### config.mk
export PLATFORM = sky130hd
export DESIGN_NAME = pitp_host_port
export DESIGN_NICKNAME = d
export VERILOG_FILES = /design/src/rtl/pitp_pkg.sv /design/src/rtl/pitp_counter.sv /design/src/rtl/pitp_host_port.sv
export SDC_FILE = /design/constraint.sdc
export NUM_CORES = 1
export LEC_CHECK = 0
export ABC_CLOCK_PERIOD_IN_PS = 3600
export BUFFER_PORTS_ARGS = -buffer_cell sky130_fd_sc_hd__buf_2
export CORE_MARGIN = 1
export CORE_UTILIZATION = 60
export CTS_BUF_LIST = sky130_fd_sc_hd__clkbuf_8
export CTS_CLUSTER_DIAMETER = 30
export CTS_CLUSTER_SIZE = 10
export DETAILED_ROUTE_END_ITERATION = 12
export PLACE_DENSITY_LB_ADDON = 0.1
export SETUP_SLACK_MARGIN = 0.1
export SLEW_MARGIN = 10
export SYNTH_ARGS = -nofsm -noshare
export SYNTH_HDL_FRONTEND = slang
export SYNTH_SLANG_ARGS = --single-unit
### constraint.sdc
create_clock -name clk -period 3.6 [get_ports clk]
set_clock_uncertainty 0.15 [all_clocks]
set_input_delay 0.36 -clock clk [delete_from_list [all_inputs] [get_ports clk]]
set_output_delay 0.36 -clock clk [all_outputs]
set_load 0.1 [all_outputs]
### src/rtl/pitp_pkg.sv
/*
  shared constants, carriers and arithmetic for the interval timer host port.
  assumes a single 200 MHz system clock; pin inputs are synchronised inside the host port and counters.
*/
package pitp_pkg;

  // ==========================================================================
  // geometry and timing
  localparam int PITP_NUM_CH = 3;
  localparam int PITP_CNT_W = 16;
  localparam int PITP_SYNC_STAGES = 2;
  localparam int PITP_CLK_PERIOD_NS = 5;

  // ==========================================================================
  // port addresses and control word layout
  localparam logic [1:0] PITP_ADDR_CTRL = 2'h3;
  localparam int PITP_SC_HI = 7;
  localparam int PITP_SC_LO = 6;
  localparam int PITP_RL_HI = 5;
  localparam int PITP_RL_LO = 4;
  localparam int PITP_MODE_HI = 3;
  localparam int PITP_MODE_LO = 1;
  localparam int PITP_BCD_BIT = 0;
  localparam int PITP_MODE_PERIODIC_BIT = 1;
  localparam logic [1:0] PITP_SC_ILLEGAL = 2'h3;
  localparam logic [1:0] PITP_RL_LATCH = 2'h0;
  localparam logic [1:0] PITP_RL_LSB = 2'h1;
  localparam logic [1:0] PITP_RL_MSB = 2'h2;
  localparam logic [1:0] PITP_RL_BOTH = 2'h3;
  localparam logic [7:0] PITP_BYTE_ZERO = 8'h00;
  localparam logic [15:0] PITP_CNT_ONE = 16'h0001;
  localparam logic [15:0] PITP_CNT_ZERO = 16'h0000;
  localparam logic [15:0] PITP_BCD_MAX = 16'h9999;
  localparam logic [3:0] PITP_DIGIT_NINE = 4'h9;

  // ==========================================================================
  // carriers
  typedef enum logic {
    PITP_PH_LSB = 1'b0,
    PITP_PH_MSB = 1'b1
  } pitp_phase_t;

  typedef struct packed {
    logic [1:0] rl;
    logic [2:0] mode;
    logic bcd;
  } pitp_cfg_t;

  localparam pitp_cfg_t PITP_CFG_RST = 6'h00;

  typedef struct packed {
    logic cs_n;
    logic rd_n;
    logic wr_n;
    logic [1:0] addr;
    logic [7:0] data;
  } pitp_bus_t;

  localparam pitp_bus_t PITP_BUS_IDLE = 13'h1C00;

  typedef struct packed {
    logic [1:0] tsync;
    logic [1:0] gsync;
    logic tprev;
    logic pend;
    logic armed;
    logic [15:0] reload;
    logic [15:0] count;
    logic out;
  } pitp_cnt_st_t;

  // ==========================================================================
  // down count by one, binary or four bcd decades
  function automatic logic [15:0] pitp_dec(input logic [15:0] v,
                                           input logic bcd);
    logic [15:0] r;
    logic borrow;
    r = v;
    borrow = 1'b1;
    if (!bcd) begin
      r = v - PITP_CNT_ONE;
    end else begin
      for (int i = 0; i < 4; i++) begin
        if (borrow) begin
          if (v[4*i +: 4] == 4'h0) begin
            r[4*i +: 4] = PITP_DIGIT_NINE;
          end else begin
            r[4*i +: 4] = v[4*i +: 4] - 4'h1;
            borrow = 1'b0;
          end
        end
      end
    end
    return r;
  endfunction

  // address to channel index, control address folds to channel 0
  function automatic logic [1:0] pitp_chan(input logic [1:0] a);
    return (a == PITP_ADDR_CTRL) ? 2'h0 : a;
  endfunction

endpackage

### src/rtl/pitp_counter.sv
/*
  one 16-bit presettable down counter with its own clock and gate pins.
  assumes load requests are single-cycle pulses from the host port logic.
*/
`timescale 1ns/1ps
module pitp_counter
  import pitp_pkg::*;
(
  input wire logic clk, // system clock
  input wire logic rst_n, // async reset, active low
  input wire logic tclk, // counter clock pin
  input wire logic gate, // gate pin
  input wire logic load_req, // new count pulse
  input wire logic [15:0] load_val, // new count value
  input wire logic bcd, // decimal counting
  input wire logic [2:0] mode, // operating mode
  output logic [15:0] count, // current count
  output logic out // counter output
);

  // ==========================================================================
  // state
  pitp_cnt_st_t st;
  pitp_cnt_st_t next_st;
  logic rise;
  logic fall;
  logic periodic;
  logic [15:0] dec;

  assign rise = st.tsync[1] & ~st.tprev;
  assign fall = ~st.tsync[1] & st.tprev;
  assign periodic = mode[PITP_MODE_PERIODIC_BIT];
  assign dec = pitp_dec(st.count, bcd);

  always_comb begin
    next_st = st;
    next_st.tsync = {st.tsync[0], tclk};
    next_st.gsync = {st.gsync[0], gate};
    next_st.tprev = st.tsync[1];
    if (load_req) begin
      next_st.pend = 1'b1;
      next_st.armed = 1'b0;
      next_st.reload = load_val;
    end else if (st.pend) begin
      if (rise) begin
        next_st.armed = 1'b1;
      end
      if (fall && st.armed) begin
        next_st.count = st.reload;
        next_st.pend = 1'b0;
        next_st.out = periodic;
      end
    end else if (fall && st.gsync[1]) begin
      // counting runs on its own pins only
      if (periodic && st.count == PITP_CNT_ONE) begin
        next_st.count = st.reload;
        next_st.out = 1'b0;
      end else begin
        next_st.count = dec;
        next_st.out = periodic ? 1'b1 : (st.out | (dec == PITP_CNT_ZERO));
      end
    end
  end

  always_ff @(posedge clk or negedge rst_n) begin
    if (!rst_n) begin
      st <= '0;
    end else begin
      st <= next_st;
    end
  end

  assign count = st.count;
  assign out = st.out;

  // ==========================================================================
  // checks
  chk_load_wait: assert property (@(posedge clk) disable iff (!rst_n)
    st.pend && !(fall && st.armed) && !load_req |=> $stable(st.count))
    else $error("count changed before load edges");

  chk_load_take: assert property (@(posedge clk) disable iff (!rst_n)
    st.pend && st.armed && fall && !load_req |=>
      st.count == $past(st.reload))
    else $error("pending count not taken");

  chk_bin_step: assert property (@(posedge clk) disable iff (!rst_n)
    !st.pend && !load_req && fall && st.gsync[1] && !bcd && !periodic
      |=> st.count == $past(st.count) - PITP_CNT_ONE)
    else $error("binary count did not step by one");

  chk_bcd_wrap: assert property (@(posedge clk) disable iff (!rst_n)
    !st.pend && !load_req && fall && st.gsync[1] && bcd && !periodic &&
      st.count == PITP_CNT_ZERO |=> st.count == PITP_BCD_MAX)
    else $error("decimal count did not wrap to 9999");

  cov_load: cover property (@(posedge clk) disable iff (!rst_n)
    st.pend ##1 !st.pend);

endmodule

### src/rtl/pitp_host_port.sv
/*
  host port of a three-channel interval timer: bus buffer, read/write
  decode, control word store, byte sequencing and count readback.
  assumes a cpu bus on pins, asynchronous to clk; counter clocks and gates
  are pins too and are synchronised inside each counter.
*/
`timescale 1ns/1ps
module pitp_host_port
  import pitp_pkg::*;
(
  input wire logic clk, // system clock
  input wire logic rst_n, // async reset, active low
  input wire logic cs_n, // device select, active low
  input wire logic rd_n, // read strobe, active low
  input wire logic wr_n, // write strobe, active low
  input wire logic port_addr_low, // address bit 0
  input wire logic port_addr_high, // address bit 1
  input wire logic [7:0] data_in, // data pins in
  output logic [7:0] data_out, // data pins out
  output logic data_oe, // data pins driven
  input wire logic [2:0] tmr_clk, // counter clock pins
  input wire logic [2:0] tmr_gate, // counter gate pins
  output logic [2:0] tmr_out // counter outputs
);

  // ==========================================================================
  // state
  typedef struct packed {
    pitp_bus_t s1;
    pitp_bus_t s2;
    pitp_bus_t s3;
    pitp_cfg_t [2:0] cfg;
    pitp_phase_t [2:0] wr_ph;
    pitp_phase_t [2:0] rd_ph;
    logic [2:0][7:0] lsb_hold;
    logic [2:0] latched;
    logic [2:0][15:0] latch_val;
    logic [2:0][15:0] load_val;
    logic [2:0] load_req;
    logic [7:0] dout;
    logic doe;
  } pitp_port_st_t;

  pitp_port_st_t st;
  pitp_port_st_t next_st;
  pitp_bus_t bus_pin;
  logic [2:0][15:0] cnt;
  logic wr_edge;
  logic rd_end;
  logic rd_act;
  logic [1:0] wch;
  logic [1:0] rch;
  logic [1:0] sc;
  logic [7:0] wd;
  logic [15:0] rval;
  logic rd_msb;

  assign bus_pin = {cs_n, rd_n, wr_n, port_addr_high, port_addr_low,
                    data_in};

  // ==========================================================================
  // decode of synchronised strobes
  assign wd = st.s3.data;
  assign sc = wd[PITP_SC_HI:PITP_SC_LO];
  assign wch = pitp_chan(st.s3.addr);
  assign rch = pitp_chan(st.s2.addr);
  // write completes on the strobe's rising edge, select still low
  assign wr_edge = st.s2.wr_n & ~st.s3.wr_n & ~st.s3.cs_n;
  assign rd_end = st.s2.rd_n & ~st.s3.rd_n & ~st.s3.cs_n &
                  (st.s3.addr != PITP_ADDR_CTRL);
  assign rd_act = ~st.s2.cs_n & ~st.s2.rd_n & st.s2.wr_n &
                  (st.s2.addr != PITP_ADDR_CTRL);
  assign rval = st.latched[rch] ? st.latch_val[rch] : cnt[rch];
  assign rd_msb = (st.cfg[rch].rl == PITP_RL_MSB) ||
                  (st.cfg[rch].rl == PITP_RL_BOTH &&
                   st.rd_ph[rch] == PITP_PH_MSB);

  always_comb begin
    next_st = st;
    next_st.s1 = bus_pin;
    next_st.s2 = st.s1;
    next_st.s3 = st.s2;
    next_st.load_req = '0;
    // ========================================================================
    // writes
    if (wr_edge && st.s3.addr == PITP_ADDR_CTRL) begin
      if (sc != PITP_SC_ILLEGAL) begin
        if (wd[PITP_RL_HI:PITP_RL_LO] == PITP_RL_LATCH) begin
          next_st.latched[sc] = 1'b1;
          next_st.latch_val[sc] = cnt[sc];
        end else begin
          next_st.cfg[sc] = wd[PITP_RL_HI:PITP_BCD_BIT];
          next_st.wr_ph[sc] = PITP_PH_LSB;
          next_st.rd_ph[sc] = PITP_PH_LSB;
          next_st.latched[sc] = 1'b0;
        end
      end
    end else if (wr_edge) begin
      case (st.cfg[wch].rl)
        PITP_RL_LSB: begin
          next_st.load_val[wch] = {PITP_BYTE_ZERO, wd};
          next_st.load_req[wch] = 1'b1;
        end
        PITP_RL_MSB: begin
          next_st.load_val[wch] = {wd, PITP_BYTE_ZERO};
          next_st.load_req[wch] = 1'b1;
        end
        PITP_RL_BOTH: begin
          if (st.wr_ph[wch] == PITP_PH_LSB) begin
            next_st.lsb_hold[wch] = wd;
            next_st.wr_ph[wch] = PITP_PH_MSB;
          end else begin
            next_st.load_val[wch] = {wd, st.lsb_hold[wch]};
            next_st.load_req[wch] = 1'b1;
            next_st.wr_ph[wch] = PITP_PH_LSB;
          end
        end
        default: begin
          // unprogrammed channel ignores count bytes
        end
      endcase
    end
    // ========================================================================
    // reads
    next_st.doe = rd_act;
    next_st.dout = rd_msb ? rval[15:8] : rval[7:0];
    if (rd_end) begin
      if (st.cfg[rch].rl == PITP_RL_BOTH &&
          st.rd_ph[pitp_chan(st.s3.addr)] == PITP_PH_LSB) begin
        next_st.rd_ph[pitp_chan(st.s3.addr)] = PITP_PH_MSB;
      end else begin
        next_st.rd_ph[pitp_chan(st.s3.addr)] = PITP_PH_LSB;
        next_st.latched[pitp_chan(st.s3.addr)] = 1'b0;
      end
    end
  end

  always_ff @(posedge clk or negedge rst_n) begin
    if (!rst_n) begin
      st <= '0;
      st.s1 <= PITP_BUS_IDLE;
      st.s2 <= PITP_BUS_IDLE;
      st.s3 <= PITP_BUS_IDLE;
      st.cfg <= {PITP_NUM_CH{PITP_CFG_RST}};
    end else begin
      st <= next_st;
    end
  end

  assign data_out = st.dout;
  assign data_oe = st.doe;

  // ==========================================================================
  // counters, select does not reach them
  for (genvar i = 0; i < PITP_NUM_CH; i++) begin : g_ch
    pitp_counter u_cnt (
      .clk(clk),
      .rst_n(rst_n),
      .tclk(tmr_clk[i]),
      .gate(tmr_gate[i]),
      .load_req(st.load_req[i]),
      .load_val(st.load_val[i]),
      .bcd(st.cfg[i].bcd),
      .mode(st.cfg[i].mode),
      .count(cnt[i]),
      .out(tmr_out[i])
    );
  end

  // ==========================================================================
  // checks
  chk_cs_float: assert property (@(posedge clk) disable iff (!rst_n)
    st.s2.cs_n |=> !data_oe)
    else $error("data driven while deselected");

  chk_ctrl_noread: assert property (@(posedge clk) disable iff (!rst_n)
    st.s2.addr == PITP_ADDR_CTRL |=> !data_oe)
    else $error("control word address drove the bus");

  chk_idle_float: assert property (@(posedge clk) disable iff (!rst_n)
    !st.s2.cs_n && st.s2.rd_n && st.s2.wr_n |=> !data_oe)
    else $error("idle strobes drove the bus");

  chk_read_drive: assert property (@(posedge clk) disable iff (!rst_n)
    rd_act |=> data_oe && data_out == $past(next_st.dout))
    else $error("read did not present counter data");

  chk_ctrl_store: assert property (@(posedge clk) disable iff (!rst_n)
    wr_edge && st.s3.addr == PITP_ADDR_CTRL && sc != PITP_SC_ILLEGAL &&
      wd[PITP_RL_HI:PITP_RL_LO] != PITP_RL_LATCH
      |=> st.cfg[$past(sc)] == $past(wd[PITP_RL_HI:PITP_BCD_BIT]))
    else $error("control word not stored");

  chk_sc_illegal: assert property (@(posedge clk) disable iff (!rst_n)
    wr_edge && st.s3.addr == PITP_ADDR_CTRL && sc == PITP_SC_ILLEGAL
      |=> $stable(st.cfg) && $stable(st.latched))
    else $error("illegal counter select took effect");

  chk_latch_cmd: assert property (@(posedge clk) disable iff (!rst_n)
    wr_edge && st.s3.addr == PITP_ADDR_CTRL && sc != PITP_SC_ILLEGAL &&
      wd[PITP_RL_HI:PITP_RL_LO] == PITP_RL_LATCH
      |=> st.latched[$past(sc)] && $stable(st.cfg))
    else $error("latch command not taken");

  chk_lsb_load: assert property (@(posedge clk) disable iff (!rst_n)
    wr_edge && st.s3.addr != PITP_ADDR_CTRL &&
      st.cfg[wch].rl == PITP_RL_LSB |=> st.load_req[$past(wch)] &&
      st.load_val[$past(wch)] == {PITP_BYTE_ZERO, $past(wd)})
    else $error("single lsb byte not loaded");

  chk_load_pulse: assert property (@(posedge clk) disable iff (!rst_n)
    st.load_req != 3'h0 |=> st.load_req == 3'h0)
    else $error("load request longer than one cycle");

  cov_ctrl_write: cover property (@(posedge clk) disable iff (!rst_n)
    wr_edge && st.s3.addr == PITP_ADDR_CTRL);

  cov_two_byte: cover property (@(posedge clk) disable iff (!rst_n)
    wr_edge && st.cfg[wch].rl == PITP_RL_BOTH &&
    st.wr_ph[wch] == PITP_PH_MSB);

  cov_read: cover property (@(posedge clk) disable iff (!rst_n)
    rd_act ##1 data_oe);

endmodule

**After elaboration in Yosys (flattened, before gate mapping)**

Index checks and enable logic that the tools add are counted.
W data, S select, Z words.

- Bits in latches: 0
- Memories kept: 0
- Bits in registers: 318
- Input port bits: 21
- Memory bits (read-only): 0
- Memory bits (writable): 0
- Word-level logic and storage cells: 342

- Magnitude comparators: 5
- Bitwise operators: 46
- Mux-type cells: 136
- Shifts and indexed selects: 0
- Eq/ne operators: 19
- Reductions and logical operators: 54
- Div/mod/pow operators: 0
- Add/subtract/negate cells: 15
- Multiply operators: 0

Operator list:

| cell | number |
|---|---|
| $mux W17 | 12 |
| $bwmux W48 | 4 |
| $mux W51 | 3 |
| $pmux W51 S3 | 1 |
| $mux W16 | 9 |
| $bmux W16 S2 | 3 |
| $mux W4 | 21 |
| $demux W16 S2 | 2 |
| $eq A16 B1 Y1 const B | 3 |
| $logic_not A16 Y1 | 3 |
| $logic_not A4 Y1 | 12 |
| $mux W48 | 1 |
| $sub A16 B1 Y16 const B | 3 |
| $sub A4 B1 Y4 const B | 12 |
| $mux W1 | 39 |
| $mux W3 | 12 |
| $mux W6 | 5 |
| $bmux W6 S2 | 2 |
| $bwmux W24 | 1 |
| $mux W8 | 3 |
| $reduce_bool A2 Y1 | 11 |
| $and A3 B3 Y3 | 6 |
| $bwmux W18 | 1 |
| $not A1 Y1 | 18 |
| 23 further kinds | 88 |

**Depth between registers and ports, before layout**

Gate-level depths: netlist of run 1.

- Depth in word-level cells: 15
- Gate-level depth with buffers: 14
- Depth with buffers taken out: 12

**Hierarchy**

A second synthesis of run 1 with hierarchy kept.

- Cells, all modules: 1550
- Area total of the unflattened synthesis: 16308.1 um2

Modules (own cells, without submodules):

| module | area each (um2) | cells an instance | times used |
|---|---|---|---|
| pitp_host_port | 9172.5 | 797 | 1 |
| pitp_counter | 2378.5 | 251 | 3 |

**Least setup slack after synthesis of run 1**

OpenSTA, ideal clock, no wires.

- Kind: reg2reg
- Start: register st[167] in the netlist's numbering
- End: register st[28] in the netlist's numbering
- Setup time: 131 ps
- Path slack: 371 ps
- Data required time: 3319 ps
- Stages on the path, launching flop included: 15
- Arrival time: 2949 ps
- Path through: dfrtp_1 > inv_1 > ha_1 > buf_2 > buf_1 > mux2i_1 > nor2_1 > a21o_1 > ha_1 > or2_2 > o211ai_1 > clkbuf_1 > nor2_1 > o21ai_0 > a21oi_1

- Cells in the longest elaborated chain, start to end: 9
- Elaborated cells between the ends (all ways): 26
- Classes of those cells: order compare: 2; eq/ne: 5; mux: 14; bitwise: 1; reduce/logical: 4

Ends and longest elaborated chain:

| item | RTL line | RTL |
|---|---|---|
| start: declaration | pitp_host_port.sv:44 | `pitp_port_st_t st;` |
| start signal: assignment | pitp_host_port.sv:146 | `st <= next_st;` |
| $eq A2 B2 Y1 | pitp_pkg.sv:99, pitp_host_port.sv:86 |  |
| $mux W2 | pitp_pkg.sv:99 | `return (a == PITP_ADDR_CTRL) ? 2'h0 : a;` |
| $lt A2 B3 Y1 (not written as such) or $ge A2 B1 Y1 (tied branches) | pitp_host_port.sv:101, pitp_host_port.sv:105, pitp_host_port.sv:113 |  |
| $logic_and A1 B1 Y1 (not written as such) | pitp_host_port.sv:101, pitp_host_port.sv:105, pitp_host_port.sv:113 |  |
| $mux W16 (not written as such) | pitp_host_port.sv:101, pitp_host_port.sv:105, pitp_host_port.sv:113 |  |
| $demux W16 S2 | pitp_host_port.sv:101, pitp_host_port.sv:105, pitp_host_port.sv:113 |  |
| $bwmux W48 | pitp_host_port.sv:113 | `next_st.load_val[wch] = {wd, st.lsb_hold[wch]};` |
| $mux W51 | pitp_host_port.sv:109 | `if (st.wr_ph[wch] == PITP_PH_LSB) begin` |
| $pmux W51 S3 | pitp_host_port.sv:99 | `case (st.cfg[wch].rl)` |

Parallel ways exist; a longest one is shown, timed or not. The select of a mux whose other input is x is not followed.
A chain may end at the register's enable or synchronous reset.

**Final worst setup path of run 1**

- Start: register st[167] in the netlist's numbering
- End: register st[38] in the netlist's numbering

Same word-level chain as after synthesis.

==> flow_metrics.py, run 1 <==
metrics = {
    "job": {
        "cap_violations": 0,
    },
    "floorplanning": {
        "die_x_um": 162.6,
        "core_um2": 25250,
        "ios": 33,
        "rows": 58,
        "die-area_um2": 26440,
        "start_util": 0.6128,
        "die_h_um": 162.6,
    },
    "drt": {
        "routed_wl_mm": 40.86,
        "viasPerCell": 6.249,
        "first_pass_iters": 6,
        "vias": 12210,
        "drc": 0,
        "drtIter0Drc": 1303,
        "ant_nets": 0,
        "wl_per_cell_um": 20.91,
    },
    "setup_path": {
        "slowest_stage": "nor2_1",
        "r2r_slack_ns": 0.30,
        "endpoint_kind": "register",
        "path_class": "reg -> reg",
        "required_ns": 3.99,
        "rr_worst_depth": 9,
        "worst_setup_path_start_kind": "register",
        "path_max_fanout": 10,
        "crit_arrival_ns": 3.69,
        "path_cells": "inv_1 -> ha_1 -> buf_4 -> mux2i_1 -> o2bb2ai_2 -> and2_1 -> o21ai_0 -> nor2_1 -> a22o_1",
        "r2r-start": "st[167]",
        "max_stage_delay_ns": 0.55,
        "critPathLaunch": "st[167]",
    },
    "sta": {
        "clock.fmax_mhz": 303.2,
        "setup_viol": 0,
        "fin_crit_ns": 3.298,
        "grt_setup_unrepaired": "no",
        "finalSetupTns_ns": 0,
        "hold_viol_final": 0,
        "min_period_over_period": 0.9162,
        "tightest_slew_ns": 0.7796,
        "worst_hold_slack_ns": 0.1433,
        "max_slew_margin": 0.4780,
        "drv_slew": 0,
    },
    "logic_synthesis": {
        "synth.cell_area_um2": 15470,
        "synth.most_common_cell": "dfrtp_1",
        "ys_seq_area_frac": 0.5053,
        "syn_inst": 1540,
        "synth-edff-count": 0,
        "synthArstFlopShare": 1.000,
        "syn_avg_cell_area_um2": 10.05,
        "synth_commonest_cells": "303 x dfrtp_1, 154 x nand2_1, 144 x a21oi_1, 143 x o21ai_0, 113 x nor2_1",
        "synth.top_cell.area_share": 0.4900,
        "synth_cell_types": 86,
        "synthesis.nets": 1579,
        "synthFlopType": "dfrtp_1",
        "synth.top_cells.by_area": "dfrtp_1 49%, mux2_2 5.7%, a21oi_1 4.7%",
        "ys_warn_count": 0,
        "ys_ff_latch": 312,
        "yosys.area.top_type": "dfrtp_1",
    },
    "clock_network": {
        "ctsResizeCount": 0,
        "htreeDepth": 2,
        "clk_path_buf_depth": 3,
        "path_clk_slew_ns": 0.06,
        "cts-root-buf": "clkbuf_8",
        "clock_latency_ns": 0.62,
        "cts_made_buffers": 59,
        "clock_sinks": 312,
        "cts_tree": "yes",
    },
    "global_route": {
        "grt.total_usage": 0.3207,
        "overflow": 0,
        "first_global_vias": 11790,
        "grt_antenna_before_repair": 1,
        "grt_max_degree": 76,
        "grt_first_pass_wirelength_mm": 65.60,
    },
    "power_and_ir_drop": {
        "p_leak_uw": 0.007973,
        "p_per_area_nw_per_um2": 690.0,
        "ir_drop_mv": 0.7511,
        "p_total_uw": 12110,
    },
    "layout": {
        "drive_gt1_frac": 0.1878,
        "final_util": 0.6950,
        "n_antenna_cell": 0,
        "final.fill_count": 1951,
        "seq_area_um2": 7819,
        "nets": 1613,
        "final_cell_area_um2": 17550,
        "multi_input_area_um2": 6965,
        "area_growth_pct": 13.41,
    },
    "hold_path": {
        "hold_class": "in -> async",
    },
    "placed_design": {
        "gp_congestion": 0.9793,
        "placed_cell_area_um2": 15860,
        "hpwl_mm": 28.04,
        "io_buffer_count": 32,
    },
    "status": {
        "status": "complete, no violations",
    },
}
final timing paths:
path | end
max reg2reg | st[38]
min reg2reg | wd[5]
min in group clk | wd[5]
min | g_ch[0].u_cnt.st[33]
max in group asynchronous | g_ch[1].u_cnt.count[6]
max | st[38]
cell type report:
class	instances	share of cell area
timing repair buffer	94	0.04121
multi-input combinational	1070	0.3969
clock buffer	63	0.04940
tap	330	0.02353
clock inverter	48	0.03557
inverter	37	0.007913
sequential	312	0.4455
metrics by stage:
stage                     worst slack (ns)  instances
after floorplan                     0.3707       1540
after global placement              0.4724       1823
after detailed placement            0.3958       1823
after CTS                           0.3538       1954
after global routing                0.1595       1954
final                               0.3018       1954
per-layer routing:
metal | wire length (µm) | global-route usage
met1 | 18000 | 0.4527
met2 | 18630 | 0.5031
met3 | 3145 | 0.05831
met4 | 1086 | 0.1045
met5 | 0 | 0
registers in the layout (all words and copies together) (netlist names), named ones only:
name                cells
data_out                8
wd                      8
g_ch.u_cnt.count       48
st                    146
g_ch.u_cnt.next_st      9
data_oe                 1
next_st                26
g_ch.u_cnt.st          60
g_ch.u_cnt.out          3
power by group:
group,internal [µW],switching (µW)
sequential,3940,838
clock,2560,1690
combinational,1130,1940
total,7640,4470
critical path: cells and delay by family, from the launching register on:
family | cells | cell delay (ns)
AO/OA/AOI/OAI | 3 | 0.95
adder cells (fa/ha/maj) | 1 | 0.29
buffers and inverters | 2 | 0.36
flip-flops | 1 | 0.40
multiplexers | 1 | 0.12
AND/OR/NAND/NOR | 2 | 0.93
cells by family after synthesis:
group                      synth area share
adders and majority gates           0.01455
xor gates and xnor gates           0.006226
and+or+nand+nor                      0.1280
AOI/OAI and AO/OA                    0.1915
buffers and inverters               0.04600
DFF                                  0.5053
muxes                                0.1085
repair_timing:
action | in CTS | in global routing
setup buffers | 0 | 0
hold endpoints to repair | 86 | 0
hold buffers | 20 | 0
placed cells by master (no fill, tap or decap), types with 7 or more instances in the layout:
| cell | n |
|---|---|
| xnor2_1 | 8 |
| buf_2 | 31 |
| dfstp_2 | 9 |
| bufinv_16 | 12 |
| a22oi_1 | 17 |
| or3_1 | 10 |
| nor4_1 | 14 |
| o211ai_1 | 11 |
| buf_4 | 39 |
| dfrtp_1 | 303 |
| nand2_1 | 154 |
| a221oi_1 | 8 |
| nor3_1 | 29 |
| nor2b_1 | 9 |
| and2_1 | 10 |
| a31oi_1 | 16 |
| mux4_2 | 8 |
| o22ai_1 | 9 |
| a211oi_1 | 18 |
| nand3_1 | 17 |
| clkinv_2 | 8 |
| a21o_1 | 23 |
| mux2_2 | 78 |
| nand2b_1 | 7 |
| a22o_1 | 29 |
| dlygate4sd3_1 | 20 |
| nor2_1 | 112 |
| mux2i_1 | 61 |
| ha_1 | 18 |
| o21ai_0 | 142 |
| clkbuf_8 | 63 |
| inv_1 | 38 |
| clkinvlp_4 | 13 |
| a21oi_1 | 143 |
No activity file was read; power rests on OpenSTA's default activity.
==> inputs of run 2 (changes only) <==
--- a/config.mk
+++ b/config.mk
@@ -18,4 +18,5 @@
 export SLEW_MARGIN = 10
 export SYNTH_ARGS = -nofsm -noshare
 export SYNTH_HDL_FRONTEND = slang
+export SYNTH_HIERARCHICAL = 1
 export SYNTH_SLANG_ARGS = --single-unit
==> run 2 against run 1 <==
The run now ends with DRC left. Highest routed layer unchanged. Sequential cell count is the same. Sequential share of layout area shrank 1.1 points. Die area grew 3.9%. Synthesized cell count shrank 0.13%. Maximum frequency grew 2.2%. Via count shrank 0.77%. Core utilization shrank 0.79 points. Combinational power grew 19%.
==> flow_metrics.py, run 2 <==
metrics = {
    "setup_path": {
        "worst_setup_path_start_kind": "register",
        "endpoint_kind": "register",
        "r2r-start": "st[168]",
        "crit_arrival_ns": 3.52,
        "critPathLaunch": "st[168]",
        "required_ns": 3.89,
        "slowest_stage": "or3_1",
        "path_max_fanout": 15,
        "path_class": "reg -> reg",
        "max_stage_delay_ns": 0.61,
        "path_cells": "inv_1 -> ha_1 -> mux2i_1 -> o21a_1 -> nor3_2 -> or3_1 -> inv_12 -> mux2_4",
    },
    "sta": {
        "grt_setup_unrepaired": "no",
        "setup_viol": 0,
        "finalSetupTns_ns": 0,
        "fin_crit_ns": 3.228,
        "drv_slew": 0,
        "hold_viol_final": 0,
        "max_slew_margin": 0.3232,
        "clock.fmax_mhz": 309.8,
        "tightest_slew_ns": 1.011,
        "min_period_over_period": 0.8968,
    },
    "hold_path": {
        "hold_class": "reg -> reg",
        "worstHoldStart": "next_st[163]",
    },
    "layout": {
        "largest-register": "st",
        "most-common-layout-cells": "302 x dfrtp_1, 136 x nand2_1, 125 x o21ai_0, 113 x a21oi_1, 92 x nor2_1",
        "nets": 1591,
        "largest_register_ffs": 146,
        "drive_gt1_frac": 0.2326,
        "final_common_cell": "dfrtp_1",
        "final.fill_count": 2012,
        "area_growth_pct": 11.90,
        "n_antenna_cell": 0,
    },
    "clock_network": {
        "clock_latency_ns": 0.58,
        "ctsResizeCount": 0,
        "path_clk_slew_ns": 0.06,
        "clock_sinks": 312,
        "clk_path_buf_depth": 3,
        "cts-root-buf": "clkbuf_8",
        "cts_tree": "yes",
        "cts_setup_buffers": 0,
        "cts_made_buffers": 69,
        "hold_buffers": 20,
        "htreeDepth": 3,
    },
    "logic_synthesis": {
        "synth.cell_area_um2": 16090,
        "syn_avg_cell_area_um2": 10.46,
        "syn_inst": 1538,
        "synthesis.nets": 1573,
        "ys_warn_count": 6,
    },
    "global_route": {
        "grt.total_usage": 0.3187,
        "grt_first_pass_wirelength_mm": 68.21,
        "grt_busiest_layer": "met2",
        "first_global_vias": 11950,
        "overflow": 0,
        "grt_use_met2": 0.5009,
        "grt_max_degree": 99,
        "grt_antenna_before_repair": 0,
        "use_met3": 0.05529,
        "gr-usage-met1": 0.4407,
    },
    "power_and_ir_drop": {
        "p_total_uw": 13040,
        "p_per_area_nw_per_um2": 724.3,
        "p_leak_uw": 0.007994,
        "ir_drop_mv": 0.4105,
    },
    "drt": {
        "vias": 12120,
        "drtIter0Drc": 1051,
        "viasPerCell": 6.236,
        "wl_per_cell_um": 21.79,
        "ant_nets": 0,
        "drc": 2,
        "first_pass_iters": 12,
        "routed_wl_mm": 42.34,
    },
    "status": {
        "status": "finished with violations",
        "violations": "DRC",
    },
    "floorplanning": {
        "start_util": 0.6140,
        "ios": 33,
        "die-area_um2": 27480,
        "die_h_um": 165.8,
        "core_um2": 26210,
        "die_x_um": 165.8,
        "rows": 59,
    },
    "placed_design": {
        "hpwl_mm": 29.22,
        "gp_congestion": 0.9707,
        "io_buffer_count": 32,
    },
    "job": {
        "cap_violations": 0,
    },
}
run 2: path summary, 6_finish.rpt:
kind | to | slack [ns] | depth (start not counted)
hold reg to reg | wd[4] | 0.19 | 0
setup / recovery | st[22] | 0.37 | 8
min in group asynchronous | st[70] | 0.28 | 2
hold / removal | wd[4] | 0.19 | 0
setup reg to reg | st[22] | 0.37 | 8
max in group asynchronous | next_st[184] | 2.03 | 3
run 2: worst max-delay path, delay by kind of cell, from the launching register on:
kind | cells | cell delay (ns)
AOI/OAI and AO/OA | 1 | 0.46
adders and majority gates | 1 | 0.43
and+or+nand+nor | 2 | 0.76
muxes | 2 | 0.61
DFF | 1 | 0.41
buffers and inverters | 2 | 0.27
run 2: layer usage:
layer / up-vias / wire length, µm
li1: 5571 / -
met1: 6003 / 18830
met2: 449 / 19530
met3: 93 / 2669
met4: 0 / 1302
met5: - / 0
run 2: report_power, final:
group          switching, µW  internal (µW)
Sequential               891           3970
Combinational           2230           1420
Clock                   1710           2820
Total                   4830           8210
run 2: area by class of cell:
type                       count  area [µm²]  share of cell area
sequential                   312        7820              0.4343
inverter                      26       125.1            0.006949
clock inverter                42       519.2             0.02884
multi-input combinational   1053        7283              0.4045
timing repair buffer          94       723.2             0.04017
tap                          335       419.2             0.02328
clock buffer                  81        1115             0.06192
run 2: per-stage QoR:
step           instances  setup WS (ns)  utilization  hold WS [ns]  cell area [µm²]
4_1_cts             1943         0.4201       0.6870        0.1985            18000
6_report            1943         0.3717       0.6870        0.1941            18000
2_1_floorplan       1538          1.029            -      -0.08559            16090
3_5_place_dp        1800         0.4571       0.6170        0.1847            16170
3_3_place_gp        1800         0.5674       0.6170        0.1820            16170
5_1_grt             1943         0.2252       0.6870        0.2074            18000
==> inputs of run 3 (changes only) <==
--- a/config.mk
+++ b/config.mk
@@ -9,7 +9,7 @@
 export BUFFER_PORTS_ARGS = -buffer_cell sky130_fd_sc_hd__buf_2
 export CORE_MARGIN = 1
 export CORE_UTILIZATION = 60
-export CTS_BUF_LIST = sky130_fd_sc_hd__clkbuf_8
+export CTS_BUF_LIST = sky130_fd_sc_hd__clkbuf_4 sky130_fd_sc_hd__clkbuf_8
 export CTS_CLUSTER_DIAMETER = 30
 export CTS_CLUSTER_SIZE = 10
 export DETAILED_ROUTE_END_ITERATION = 12
==> run 3 against run 2 <==
The run still ends with DRC left. Critical endpoint is now st[59]. Clock power is 2% higher. Cell count unchanged. Clock-buffer cell count rose by 7.
==> flow_metrics.py, run 3 (synthesis results as in run 2) <==
metrics = {
    "sta": {
        "worst_hold_slack_ns": 0.1969,
        "clock.fmax_mhz": 310.6,
        "grt_setup_unrepaired": "no",
        "tightest_slew_ns": 0.9928,
        "setup_viol": 0,
        "finalSetupTns_ns": 0,
        "max_slew_margin": 0.3357,
        "drv_slew": 0,
        "fin_crit_ns": 3.219,
        "hold_viol_final": 0,
        "min_period_over_period": 0.8943,
    },
    "layout": {
        "area_growth_pct": 12.06,
        "most-common-layout-cells": "302 x dfrtp_1, 136 x nand2_1, 125 x o21ai_0, 113 x a21oi_1, 92 x nor2_1",
        "largest-register": "st",
        "n_antenna_cell": 0,
        "largest_register_ffs": 146,
        "final_common_cell": "dfrtp_1",
        "drive_gt1_frac": 0.2369,
        "nets": 1591,
    },
    "setup_path": {
        "required_ns": 3.88,
        "path_max_fanout": 15,
        "path_class": "reg -> reg",
        "crit_arrival_ns": 3.50,
        "worst_setup_path_start_kind": "register",
        "endpoint_kind": "register",
    },
    "clock_network": {
        "htreeDepth": 3,
        "hold_buffers": 20,
        "cts-root-buf": "clkbuf_8",
        "clock_sinks": 312,
        "cts_setup_buffers": 0,
        "ctsResizeCount": 0,
        "clock_latency_ns": 0.58,
        "cts_tree": "yes",
        "clk_path_buf_depth": 3,
        "path_clk_slew_ns": 0.06,
        "cts_made_buffers": 69,
    },
    "status": {
        "violations": "DRC",
        "status": "finished with violations",
    },
    "power_and_ir_drop": {
        "p_per_area_nw_per_um2": 728.0,
        "ir_drop_mv": 0.4106,
        "p_total_uw": 13130,
        "p_leak_uw": 0.007989,
    },
    "placed_design": {
        "hpwl_mm": 29.22,
        "gp_congestion": 0.9707,
        "io_buffer_count": 32,
    },
    "drt": {
        "first_pass_iters": 9,
        "drtIter0Drc": 1064,
        "drc": 2,
        "viasPerCell": 6.229,
        "routed_wl_mm": 42.52,
        "vias": 12100,
        "wl_per_cell_um": 21.88,
        "ant_nets": 0,
    },
    "floorplanning": {
        "rows": 59,
        "ios": 33,
        "die-area_um2": 27480,
        "die_h_um": 165.8,
        "die_x_um": 165.8,
        "start_util": 0.6140,
        "core_um2": 26210,
    },
    "global_route": {
        "overflow": 0,
        "first_global_vias": 11970,
        "grt_first_pass_wirelength_mm": 68.19,
        "grt_antenna_before_repair": 0,
        "grt.total_usage": 0.3190,
        "grt_max_degree": 99,
    },
    "job": {
        "cap_violations": 0,
    },
    "hold_path": {
        "hold_class": "reg -> reg",
    },
}
run 3: path summary, 6_finish.rpt:
check                                     startpoint                        end  slack (ns)  depth (start not counted)
max                                          st[168]                     st[59]        0.38                          8
min                        g_ch[1].u_cnt/next_st[39]  g_ch[1].u_cnt/next_st[35]        0.20                          0
max reg2reg                                  st[168]                     st[59]        0.38                          8
min reg2reg                g_ch[1].u_cnt/next_st[39]  g_ch[1].u_cnt/next_st[35]        0.20                          0
max in group asynchronous                      rst_n                    st[171]        2.01                          3
min in group asynchronous                      rst_n                     st[70]        0.28                          2
run 3: layout make-up:
| cell class | count | area, µm² |
|---|---|---|
| fill | 2003 | 8175 |
| tap | 335 | 419.2 |
| clock inverter | 35 | 493.0 |
| clock buffer | 88 | 1167 |
| sequential | 312 | 7820 |
| inverter | 26 | 125.1 |
| multi-input combinational | 1053 | 7283 |
| timing repair buffer | 94 | 723.2 |
run 3: worst max-delay path, stage by stage, from the launching register on:
cell,delay (ns)
dfrtp_1,0.41
inv_1,0.10
ha_1,0.44
mux2i_1,0.31
o21a_1,0.45
nor3_2,0.14
or3_1,0.59
inv_8,0.17
mux2_4,0.30
run 3: metal layers:
metal  vias to the layer above  share of wire  track usage
met5                         -              0            0
met4                         0          0.034       0.1386
met3                       102          0.068      0.05815
met2                       485           0.46       0.4993
met1                      5949           0.44       0.4390
li1                       5566              -            -
run 3: where the power goes:
part	total (µW)	switching [µW]	internal, µW
clock	4610	1720	2890
combinational	3650	2230	1420
sequential	4870	891	3970
total	13100	4840	8290
run 3: stage by stage:
stage | instance area, µm² | utilization | setup slack, ns | std cells
after floorplan | 16090 | - | 1.029 | 1538
after global placement | 16170 | 0.6170 | 0.5674 | 1800
after detailed placement | 16170 | 0.6170 | 0.4571 | 1800
after CTS | 18030 | 0.6880 | 0.4201 | 1943
after global routing | 18030 | 0.6880 | 0.2252 | 1943
final | 18030 | 0.6880 | 0.3806 | 1943
